$ cat config.mk
export PLATFORM = sky130hd
export DESIGN_NAME = spx_serial_port
export DESIGN_NICKNAME = d
export VERILOG_FILES = /design/src/design/spx_pkg.sv /design/src/design/spx_serial_port.sv
export VERILOG_INCLUDE_DIRS = /design/src /design/src/design
export SDC_FILE = /design/constraint.sdc
export NUM_CORES = 1
export LEC_CHECK = 0
export BUFFER_PORTS_ARGS = -buffer_cell sky130_fd_sc_hd__buf_2
export CAP_MARGIN = 10
export CORE_MARGIN = 10
export CORE_UTILIZATION = 56
export DETAILED_ROUTE_END_ITERATION = 10
export HOLD_SLACK_MARGIN = 0.12
export PLACE_DENSITY = 0.87
export SLEW_MARGIN = 20
export SYNTH_ARGS = -nofsm -noshare
export SYNTH_HDL_FRONTEND = slang
export SYNTH_SLANG_ARGS = --single-unit
$ cat constraint.sdc
create_clock -name aclk -period 2.4 [get_ports aclk]
set_input_delay 0 -clock aclk [delete_from_list [all_inputs] [get_ports aclk]]
set_output_delay 0 -clock aclk [all_outputs]
set_load 0.01 [all_outputs]
$ cat src/design/spx_serial_port_cfg.svh
`ifndef SPX_SERIAL_PORT_CFG_SVH
`define SPX_SERIAL_PORT_CFG_SVH

`define SPX_ADDR_CTRL   8'h00
`define SPX_ADDR_STATUS 8'h04
`define SPX_ADDR_TXDATA 8'h08
`define SPX_ADDR_RXDATA 8'h0C
`define SPX_ADDR_BAUD   8'h10

`define SPX_CTRL_TE   0
`define SPX_CTRL_RE   1
`define SPX_CTRL_CLKD 2
`define SPX_CTRL_PDR  3
`define SPX_CTRL_PDDR 4
`define SPX_CTRL_PEN  5
`define SPX_CTRL_PODD 6
`define SPX_CTRL_RST  7'h00

`define SPX_ST_TX_BUFFER_EMPTY_FLAG  7
`define SPX_ST_RX_FULL_FLAG  6
`define SPX_ST_OVERRUN_ERROR_FLAG  5
`define SPX_ST_FER   4
`define SPX_ST_PER   3
`define SPX_ST_TEND  2
`define SPX_ST_RXPIN 0

`define SPX_BAUD_RST  16'h0000
`define SPX_TICK_LAST 4'hF
`define SPX_TICK_MID  4'h7
`define SPX_BITS_8    4'h7
`define SPX_BITS_9    4'h8
`define SPX_RESP_OKAY 2'h0
`define SPX_RESP_SLV  2'h2

`endif

$ cat src/design/spx_pkg.sv
package spx_pkg;
  typedef enum logic [1:0] {
    SPX_TX_IDLE  = 2'h0,
    SPX_TX_START = 2'h1,
    SPX_TX_DATA  = 2'h3,
    SPX_TX_STOP  = 2'h2
  } spx_tx_state_type;

  typedef enum logic [1:0] {
    SPX_RX_IDLE  = 2'h0,
    SPX_RX_START = 2'h1,
    SPX_RX_DATA  = 2'h3,
    SPX_RX_STOP  = 2'h2
  } spx_rx_state_type;

  typedef struct packed {
    logic tx_buffer_empty_flag;
    logic rx_full_flag;
    logic overrun_error_flag;
    logic framing_error_flag;
    logic per;
    logic tend;
  } spx_flags_type;
endpackage

$ cat src/design/spx_serial_port.sv
// Added by the designer: register access over AXI4-Lite and the register offsets.
`timescale 1ns/1ps
`include "spx_serial_port_cfg.svh"
module spx_serial_port (
  // Clock and reset.
  input  wire logic                      aclk,
  input  wire logic                      aresetn,
  // AXI4-Lite write channels.
  input  wire logic [7:0]                awaddr,
  input  wire logic                      awvalid,
  output wire logic                      awready,
  input  wire logic [31:0]               wdata,
  input  wire logic [3:0]                wstrb,
  input  wire logic                      wvalid,
  output wire logic                      wready,
  output logic      [1:0]                bresp,
  output logic                           bvalid,
  input  wire logic                      bready,
  // AXI4-Lite read channels.
  input  wire logic [7:0]                araddr,
  input  wire logic                      arvalid,
  output wire logic                      arready,
  output logic      [31:0]               rdata,
  output logic      [1:0]                rresp,
  output logic                           rvalid,
  input  wire logic                      rready,
  // Serial pins.
  input  wire logic                      rxd_i,
  input  wire logic                      sck_i,
  output logic                           txd_o,
  output logic                           txd_oe_n,
  // Interrupt requests.
  output wire logic                      rx_full_interrupt,
  output wire logic                      rx_error_interrupt
);
  import spx_pkg::*;

  logic [6:0]       ctrl_r;
  logic [15:0]      baud_r;
  logic [7:0]       tx_hold_r;
  logic [7:0]       rx_buf_r;
  spx_flags_type    flags_r;
  spx_flags_type    flags_nxt;
  logic [1:0]       rxd_sync_r;
  logic [2:0]       sck_sync_r;
  logic [15:0]      div_cnt_r;
  spx_tx_state_type tx_state_r;
  spx_tx_state_type tx_state_nxt;
  logic [8:0]       tx_shift_r;
  logic [8:0]       tx_shift_nxt;
  logic [3:0]       tx_bit_r;
  logic [3:0]       tx_bit_nxt;
  logic [3:0]       tx_tick_r;
  logic             txd_r;
  logic             txd_nxt;
  spx_rx_state_type rx_state_r;
  spx_rx_state_type rx_state_nxt;
  logic [8:0]       rx_shift_r;
  logic [3:0]       rx_bit_r;
  logic [3:0]       rx_bit_nxt;
  logic [3:0]       rx_tick_r;
  logic             rx_done;
  logic             rx_fer;
  logic             rx_per;

  // Bus decode.
  wire       wr_go      = awvalid & wvalid & ~bvalid;
  wire       wr_lo      = wr_go & wstrb[0];
  wire       wr_ctrl    = wr_lo & (awaddr == `SPX_ADDR_CTRL);
  wire       wr_status  = wr_lo & (awaddr == `SPX_ADDR_STATUS);
  wire       wr_txdata  = wr_lo & (awaddr == `SPX_ADDR_TXDATA);
  wire       wr_baud    = wr_go & (awaddr == `SPX_ADDR_BAUD);
  wire       wr_hit     = (awaddr == `SPX_ADDR_CTRL) | (awaddr == `SPX_ADDR_STATUS) |
                          (awaddr == `SPX_ADDR_TXDATA) | (awaddr == `SPX_ADDR_RXDATA) |
                          (awaddr == `SPX_ADDR_BAUD);
  wire       rd_go      = arvalid & ~rvalid;
  assign awready = wr_go;
  assign wready  = wr_go;
  assign arready = ~rvalid;

  // Controls and synchronised pins.
  wire       te         = ctrl_r[`SPX_CTRL_TE];
  wire       re         = ctrl_r[`SPX_CTRL_RE];
  wire       clkd       = ctrl_r[`SPX_CTRL_CLKD];
  wire       pen        = ctrl_r[`SPX_CTRL_PEN] & ~clkd;
  wire       podd       = ctrl_r[`SPX_CTRL_PODD];
  wire       rxd        = rxd_sync_r[1];
  wire       sck_rise   = sck_sync_r[1] & ~sck_sync_r[2];
  wire       sck_fall   = ~sck_sync_r[1] & sck_sync_r[2];
  wire       err_any    = flags_r.overrun_error_flag | flags_r.framing_error_flag | flags_r.per;
  wire [3:0] last_bit   = pen ? `SPX_BITS_9 : `SPX_BITS_8;
  wire       tick       = (div_cnt_r == baud_r);

  // Transmitter.
  wire       tx_load    = te & (tx_state_r == SPX_TX_IDLE) & ~flags_r.tx_buffer_empty_flag &
                          ~(clkd & err_any);
  // In clocked mode the frame closes on the rise that follows the last bit.
  wire       tx_last    = (tx_state_r == SPX_TX_DATA) & (tx_bit_r == last_bit);
  wire       tx_step    = clkd ? (sck_fall | (sck_rise & tx_last)) :
                          (tick & (tx_tick_r == `SPX_TICK_LAST));

  always_comb begin
    tx_state_nxt = tx_state_r;
    tx_shift_nxt = tx_shift_r;
    tx_bit_nxt   = tx_bit_r;
    txd_nxt      = txd_r;
    if (!te) begin
      tx_state_nxt = SPX_TX_IDLE;
      txd_nxt      = 1'b1;
    end else if (tx_load) begin
      tx_state_nxt = SPX_TX_START;
      tx_shift_nxt = {^tx_hold_r ^ podd, tx_hold_r};
      txd_nxt      = clkd ? txd_r : 1'b0;
    end else if (tx_step) begin
      unique case (tx_state_r)
        SPX_TX_IDLE: begin
        end
        SPX_TX_START: begin
          tx_state_nxt = SPX_TX_DATA;
          tx_bit_nxt   = 4'h0;
          txd_nxt      = tx_shift_r[0];
        end
        SPX_TX_DATA: begin
          if (tx_bit_r == last_bit) begin
            tx_state_nxt = clkd ? SPX_TX_IDLE : SPX_TX_STOP;
            txd_nxt      = clkd ? txd_r : 1'b1;
          end else begin
            tx_shift_nxt = {1'b0, tx_shift_r[8:1]};
            tx_bit_nxt   = tx_bit_r + 4'h1;
            txd_nxt      = tx_shift_r[1];
          end
        end
        SPX_TX_STOP: begin
          tx_state_nxt = SPX_TX_IDLE;
        end
      endcase
    end
  end

  // Receiver.
  wire       rx_sample  = tick & (rx_tick_r == `SPX_TICK_MID);
  wire       rx_clk_in  = re & clkd & ~err_any & sck_rise;
  wire [7:0] rx_data    = pen ? rx_shift_r[7:0] : rx_shift_r[8:1];
  wire [8:0] rx_shift_in = {rxd, rx_shift_r[8:1]};

  always_comb begin
    rx_state_nxt = rx_state_r;
    rx_bit_nxt   = rx_bit_r;
    rx_done      = 1'b0;
    rx_fer       = 1'b0;
    rx_per       = 1'b0;
    if (!re) begin
      rx_state_nxt = SPX_RX_IDLE;
    end else if (clkd) begin
      if (rx_clk_in) begin
        rx_bit_nxt   = rx_bit_r + 4'h1;
        rx_state_nxt = SPX_RX_DATA;
        if (rx_bit_r == `SPX_BITS_8) begin
          rx_done      = 1'b1;
          rx_bit_nxt   = 4'h0;
          rx_state_nxt = SPX_RX_IDLE;
        end
      end
    end else begin
      unique case (rx_state_r)
        SPX_RX_IDLE: begin
          if (!rxd) begin
            rx_state_nxt = SPX_RX_START;
          end
        end
        SPX_RX_START: begin
          if (rx_sample) begin
            rx_state_nxt = rxd ? SPX_RX_IDLE : SPX_RX_DATA;
            rx_bit_nxt   = 4'h0;
          end
        end
        SPX_RX_DATA: begin
          if (rx_sample) begin
            rx_bit_nxt   = rx_bit_r + 4'h1;
            if (rx_bit_r == last_bit) begin
              rx_state_nxt = SPX_RX_STOP;
            end
          end
        end
        SPX_RX_STOP: begin
          if (rx_sample) begin
            rx_done      = 1'b1;
            rx_fer       = ~rxd;
            rx_per       = pen & (^rx_shift_r ^ podd);
            rx_state_nxt = SPX_RX_IDLE;
          end
        end
      endcase
    end
  end

  wire       rx_shift_en = clkd ? rx_clk_in : (rx_sample & (rx_state_r == SPX_RX_DATA));
  wire       rx_ovr      = rx_done & flags_r.rx_full_flag;
  wire       rx_bad      = rx_fer | rx_per;

  // Status flags: hardware set wins over a software clear.
  wire [7:0] st_clr  = wr_status ? ~wdata[7:0] : 8'h00;
  always_comb begin
    flags_nxt.tx_buffer_empty_flag = (flags_r.tx_buffer_empty_flag & ~st_clr[`SPX_ST_TX_BUFFER_EMPTY_FLAG]) | tx_load | ~te;
    flags_nxt.rx_full_flag = (flags_r.rx_full_flag & ~st_clr[`SPX_ST_RX_FULL_FLAG]) |
                     (rx_done & ~rx_bad) | rx_ovr;
    flags_nxt.overrun_error_flag = (flags_r.overrun_error_flag & ~st_clr[`SPX_ST_OVERRUN_ERROR_FLAG]) | rx_ovr;
    flags_nxt.framing_error_flag  = (flags_r.framing_error_flag & ~st_clr[`SPX_ST_FER]) | rx_fer;
    flags_nxt.per  = (flags_r.per & ~st_clr[`SPX_ST_PER]) | rx_per;
    flags_nxt.tend = (flags_r.tend & ~tx_load) |
                     (tx_step & (tx_state_nxt == SPX_TX_IDLE) & (tx_state_r != SPX_TX_IDLE));
  end

  assign rx_full_interrupt  = flags_r.rx_full_flag;
  assign rx_error_interrupt = err_any;

  // Read data selection; the synchronised receive pin is visible for break checks.
  wire [7:0] status_rd = {flags_r.tx_buffer_empty_flag, flags_r.rx_full_flag, flags_r.overrun_error_flag, flags_r.framing_error_flag,
                          flags_r.per, flags_r.tend, 1'b0, rxd};
  wire       rd_hit    = (araddr == `SPX_ADDR_CTRL) | (araddr == `SPX_ADDR_STATUS) |
                         (araddr == `SPX_ADDR_TXDATA) | (araddr == `SPX_ADDR_RXDATA) |
                         (araddr == `SPX_ADDR_BAUD);
  wire [31:0] rd_val   = (araddr == `SPX_ADDR_CTRL)   ? {25'h0000000, ctrl_r} :
                         (araddr == `SPX_ADDR_STATUS) ? {24'h000000, status_rd} :
                         (araddr == `SPX_ADDR_TXDATA) ? {24'h000000, tx_hold_r} :
                         (araddr == `SPX_ADDR_RXDATA) ? {24'h000000, rx_buf_r} :
                         (araddr == `SPX_ADDR_BAUD)   ? {16'h0000, baud_r} : 32'h00000000;

  // Pin drive: with transmit disabled the pin is a general port.
  wire       pin_nxt   = te ? txd_nxt : ctrl_r[`SPX_CTRL_PDR];
  wire       oe_n_nxt  = te ? 1'b0 : ~ctrl_r[`SPX_CTRL_PDDR];

  always_ff @(posedge aclk) begin
    if (!aresetn) begin
      bvalid <= 1'b0;
      bresp  <= `SPX_RESP_OKAY;
    end else if (wr_go) begin
      bvalid <= 1'b1;
      bresp  <= wr_hit ? `SPX_RESP_OKAY : `SPX_RESP_SLV;
    end else if (bready) begin
      bvalid <= 1'b0;
    end
  end

  always_ff @(posedge aclk) begin
    if (!aresetn) begin
      rvalid <= 1'b0;
      rdata  <= 32'h00000000;
      rresp  <= `SPX_RESP_OKAY;
    end else if (rd_go) begin
      rvalid <= 1'b1;
      rdata  <= rd_val;
      rresp  <= rd_hit ? `SPX_RESP_OKAY : `SPX_RESP_SLV;
    end else if (rready) begin
      rvalid <= 1'b0;
    end
  end

  always_ff @(posedge aclk) begin
    if (!aresetn) begin
      ctrl_r    <= `SPX_CTRL_RST;
      baud_r    <= `SPX_BAUD_RST;
      tx_hold_r <= 8'h00;
    end else begin
      if (wr_ctrl) ctrl_r <= wdata[6:0];
      if (wr_baud && wstrb[0]) baud_r[7:0] <= wdata[7:0];
      if (wr_baud && wstrb[1]) baud_r[15:8] <= wdata[15:8];
      if (wr_txdata) tx_hold_r <= wdata[7:0];
    end
  end

  always_ff @(posedge aclk) begin
    if (!aresetn) begin
      rxd_sync_r <= 2'h3;
      sck_sync_r <= 3'h7;
      div_cnt_r  <= 16'h0000;
      flags_r    <= '{tx_buffer_empty_flag: 1'b1, default: 1'b0};
      tx_state_r <= SPX_TX_IDLE;
      tx_shift_r <= 9'h000;
      tx_bit_r   <= 4'h0;
      tx_tick_r  <= 4'h0;
      txd_r      <= 1'b1;
      txd_o      <= 1'b0;
      txd_oe_n   <= 1'b1;
      rx_state_r <= SPX_RX_IDLE;
      rx_shift_r <= 9'h000;
      rx_bit_r   <= 4'h0;
      rx_tick_r  <= 4'h0;
      rx_buf_r   <= 8'h00;
    end else begin
      rxd_sync_r <= {rxd_sync_r[0], rxd_i};
      sck_sync_r <= {sck_sync_r[1:0], sck_i};
      div_cnt_r  <= tick ? 16'h0000 : div_cnt_r + 16'h0001;
      flags_r    <= flags_nxt;
      tx_state_r <= tx_state_nxt;
      tx_shift_r <= tx_shift_nxt;
      tx_bit_r   <= tx_bit_nxt;
      tx_tick_r  <= tx_load ? 4'h0 : (tick ? tx_tick_r + 4'h1 : tx_tick_r);
      txd_r      <= txd_nxt;
      txd_o      <= pin_nxt;
      txd_oe_n   <= oe_n_nxt;
      rx_state_r <= rx_state_nxt;
      rx_bit_r   <= rx_bit_nxt;
      rx_tick_r  <= (rx_state_r == SPX_RX_IDLE) ? 4'h0 : (tick ? rx_tick_r + 4'h1 : rx_tick_r);
      if (rx_shift_en) rx_shift_r <= rx_shift_in;
      if (rx_done && !rx_ovr) rx_buf_r <= rx_data;
    end
  end
endmodule

Word level (Yosys, flattened, before mapping)
Cells that the tools add are included. W data, S select, Z words.

Register bits after elaboration: 145. Latch bits: 0. Bits in writable memories: 0. ROM bits: 0. Output and inout bits: 45. Word-level logic and storage cells: 232. Memories kept: 0.

Add/subtract/negate cells: 5. Multipliers: 0. Divide/modulo/power cells: 0. Magnitude comparators: 0. Eq/ne operators: 28. Shifts and indexed selects: 0. Multiplexer cells: 67. Bitwise gates (word level): 76. Reductions and logical operators: 26.

Operator list (count): $mux W16 (5); $mux W9 (4); $and A1 B1 Y1 (34); $eq A8 B4 Y1 const B (4); $mux W2 (16); $mux W1 (28); $mux W4 (7); $or A1 B1 Y1 (20); $not A1 Y1 (19); $add A16 B1 Y16 const B (1); $add A4 B1 Y4 const B (4); $eq A16 B16 Y1 (1); $eq A8 B3 Y1 const B (2); $eq A8 B5 Y1 const B (2); $logic_not A8 Y1 (2); $mux W8 (2); $pmux W4 S2 (2); $ne A3 B3 Y1 const B (5); $reduce_bool A2 Y1 (6); $reduce_and A5 Y1 (2); $reduce_xor A9 Y1 (1); $eq A2 B2 Y1 const B (4); $eq A4 B3 Y1 const B (2); $eq A4 B4 Y1 (2); other kinds (18) (27).

Depth between registers and ports, before layout
Depth in word-level cells: 15. Gate-level depth with buffers: 8.

Least setup slack after synthesis
OpenSTA, ideal clock, no wires.

Path kind: register to register. From: register div_cnt_r[11]. To: register rx_shift_r[0]. Arrival: 1.882 ns. Path slack: 0.391 ns. Stages on the path, launching flop included: 8. Path through: dfxtp_1 xor2_1 nor4_1 nand4_2 o41a_1 buf_2 mux2i_1 nor2_1.

Cells in the longest elaborated chain, start to end: 4.

RTL lines: start, declared (RTL line spx_serial_port.sv:46) `logic [15:0] div_cnt_r;`; start signal, assigned (RTL line spx_serial_port.sv:293) `div_cnt_r <= tick ? 16'h0000 : div_cnt_r + 16'h0001;`; $eq A16 B16 Y1 (RTL line spx_serial_port.sv:92) `wire tick = (div_cnt_r == baud_r);`; $and A1 B1 Y1 (RTL line spx_serial_port.sv:141) `` wire rx_sample = tick & (rx_tick_r == `SPX_TICK_MID); ``; $and A1 B1 Y1 (RTL line spx_serial_port.sv:197) `wire rx_shift_en = clkd ? rx_clk_in : (rx_sample & (rx_state_r == SPX_RX_DATA));`; $mux W1 (RTL line spx_serial_port.sv:197); end signal, assigned (RTL line spx_serial_port.sv:305) `if (rx_shift_en) rx_shift_r <= rx_shift_in;`; end, declared (RTL line spx_serial_port.sv:58) `logic [8:0] rx_shift_r;`.

No other way between the ends. A chain may end at the register's enable or synchronous reset.

Final worst setup path
From: register baud_r[4]. To: register rx_shift_r[8].

Cells in the longest elaborated chain, start to end: 4.

RTL lines: start, declared (RTL line spx_serial_port.sv:39) `logic [15:0] baud_r;`; start signal, assigned (RTL line spx_serial_port.sv:262) `` baud_r <= `SPX_BAUD_RST; ``; start signal, assigned (RTL line spx_serial_port.sv:266) `if (wr_baud && wstrb[0]) baud_r[7:0] <= wdata[7:0];`; $eq A16 B16 Y1 (RTL line spx_serial_port.sv:92); $and A1 B1 Y1 (RTL line spx_serial_port.sv:141); $and A1 B1 Y1 (RTL line spx_serial_port.sv:197); $mux W1 (RTL line spx_serial_port.sv:197).

No other way between the ends.

==> flow_summary.ini <==
[grt]
grt_pass1_wl_mm = 33.13
grt_antenna_before_repair = 1
grt_max_degree = 62
grt_pass1_vias = 6287
grtUsageTotal_pct = 25.60
globalRouteOverflowTotal = 0

[timing]
drv_slew = 0
period_share_pct = 100.1
fin_ws_ns = -0.001365
worst_slew_pin_slew_ns = 1.113
fin_crit_ns = 2.401
clock.fmax_ghz = 0.4164
hold_viol = 0
relSlewSlack_pct = 25.70
finalClockSkew_ns = 0.01944
holdWs_ns = 0.1481
setup_viol_count_final = 1

[cells_and_area]
final_cells = 982
final_util_pct = 72.28
syn_to_final_growth_pct = 26.33
nets = 894
drive_gt1_share_pct = 17.84

[critical_path]
critPathArrivalTime_ns = 2.78
path_buf_inv = 1
crit_path_end_kind = flop
required_ns = 2.77
cp_slowest_stage_delay_ns = 0.61
path_delay_family = compound AO/OA/AOI/OAI gates
slowest_stage = o41a_2
cp_max_fo = 9
path_cells = xor2_1, nor4_2, nand4_2, buf_4, o41a_2, mux2i_1, nor2_1
path_class = reg2reg
start_kind = flop

[outcome]
status = finished, violations left
violations = setup timing

[logic_synthesis]
yosysMostFrequentCell = dfxtp_1
synth.distinct_cells = 69
yosys.area.top_type = dfxtp_1
synth_edf_count = 0
syn_avg_cell_area_sq_um = 8.760
ys.flop_type = dfxtp_1
synth-async-reset-ratio_pct = 0
netlist_instances = 708
ys_top_cells_by_area = dfxtp_1 (41%), mux2i_1 (9.2%), nor2_1 (5.6%)
synth_top_cell_area_share_pct = 40.99
ys_seq_area_share_pct = 40.99
syn-cell-area_sq_um = 6202
yosys_warnings = 0
ys_seq_elements = 127
ys_top_cells_by_count = dfxtp_1 (127), nor2_1 (92), nand2_1 (60)

[route]
routed_wl_mm = 21.53
drt_iter0_drc = 1175
wl_per_cell_um = 21.93
ant_nets = 0
drc = 0
vias_per_cell = 6.442
num_vias = 6326
drt-pass1-iter-count = 6

[floorplanning]
ioPinCount = 106
fp.coreArea_sq_um = 10840
die-area_sq_um = 15690
die_h_um = 125.2
die_w_um = 125.2
initial_core_util_pct = 57.21
row_count = 38

[placed_design]
io_buffers = 69
gp_congestion = 0.9099
place_inst = 895
place_hpwl_mm = 11.89
pre_cts_ws_ns = 0.02322

[clock_network]
clk_pin_slew_ns = 0.07
cts_tree = built
clk_latency_ns = 0.55
cts.sinks = 127
cts.path.max_buffers = 2
numCtsBuffers = 17
root_buffer = clkbuf_8
cts-htree-levels = 4

[pwr]
ir_drop_uv = 578.7
power.total_w = 0.005103
p_leak_nw = 3.420
powerDensity_nw_per_um2 = 651.3

[job]
max-cap-violations = 0

[min_path]
hp-class = in2reg
-- routing by layer --
metal,GRT usage (%),part of all wire (%)
met5,0,0
met4,18.22,7.5
met3,8.661,11
met2,41.81,47
met1,27.30,35
-- tightest hold or removal path, stage by stage --
cell and delay (ns):
buf_2 0.10, nor2_1 0.06, nand2_1 0.10, nor2_1 0.05
buf_4 0.16, o221ai_1 0.09, a21oi_1 0.08
-- stage by stage --
step	TNS (ns)	area, sq um
after floorplan	0	6266
after global placement	0	6619
after detailed placement	0	6619
after CTS	0	7760
after global routing	-0.06300	7835
final	-0.001365	7835
-- flip-flops by register name, summed over array words and instances (netlist names), 2 cells and up --
name,flops
baud_r,16
div_cnt_r,16
rdata,16
rx_shift_r,9
tx_shift_r,9
rx_buf_r,8
tx_hold_r,8
ctrl_r,7
flags_r,5
rx_bit_r,4
rx_tick_r,4
tx_bit_r,4
tx_tick_r,4
sck_sync_r,3
rx_state_r,2
rxd_sync_r,2
tx_state_r,2
-- placed cells by master, fill, tap and decap left out, types with 5 or more instances in the layout --
cell / instances
a311oi_1: 8
o221ai_1: 6
mux2i_1: 57
o21ai_0: 19
and3_1: 11
nand2b_1: 14
mux2_2: 5
nand4_1: 5
a21oi_1: 49
dfxtp_1: 126
xnor2_1: 27
xor2_1: 24
buf_2: 69
a211oi_1: 10
nor2b_1: 9
nor2_1: 92
dlygate4sd3_1: 51
clkbuf_16: 16
conb_1: 18
ha_1: 5
inv_1: 9
nand2_1: 60
nor3_1: 8
a22oi_1: 11
nand3_1: 22
buf_4: 20
-- report_power, final --
part | leakage [nW] | internal [W] | switching (W)
logic | 2.11 | 0.000114 | 0.000150
clock network | 0.285 | 0.00163 | 0.00108
registers | 1.03 | 0.00212 | 0.0000116
-- layout make-up --
cell class                 instances  area, sq um
inverter                          11        41.29
sequential                       127         2544
clock buffer                      18        427.9
clock inverter                    14        181.4
fill                             654         3005
timing repair buffer             141         1017
antenna                            1        2.502
tap                              140        175.2
multi-input combinational        530         3446
-- timing repair --
action                                  CTS  global route
pin swaps                                 0             2
hold buffers                             53             0
endpoints found under the hold margin    80             0
buffers inserted                          0             3
cloned                                    0             0
endpoints found under the setup margin    5            55
gates resized for setup                   2            12
-- final timing paths --
check,cells past startpoint,slack [ns],startpoint,endpoint
max,7,-0.001,baud_r[4]$_SDFFE_PN0P_,rx_shift_r[8]$_SDFFE_PN0P_
min,7,0.15,araddr[1],rdata[2]$_SDFFE_PN0P_
max reg2reg,7,-0.001,baud_r[4]$_SDFFE_PN0P_,rx_shift_r[8]$_SDFFE_PN0P_
min reg2reg,1,0.41,sck_sync_r[0]$_SDFF_PN1_,sck_sync_r[1]$_SDFF_PN1_
-- cells by family (layout without fill, tap and decap cells) --
logic type / Yosys count / in the layout / share of synthesized area (%)
buffers and inverters: 68 / 184 / 5.548
AND/OR/NAND/NOR: 253 / 253 / 19.65
AO/OA/AOI/OAI: 141 / 141 / 15.43
other: 1 / 19 / 0.06046
flip-flops: 127 / 127 / 40.99
multiplexers: 62 / 62 / 10.11
adder cells (fa/ha/maj): 5 / 5 / 1.009
XOR/XNOR: 51 / 51 / 7.202
Power figures use the tool's default switching activity.
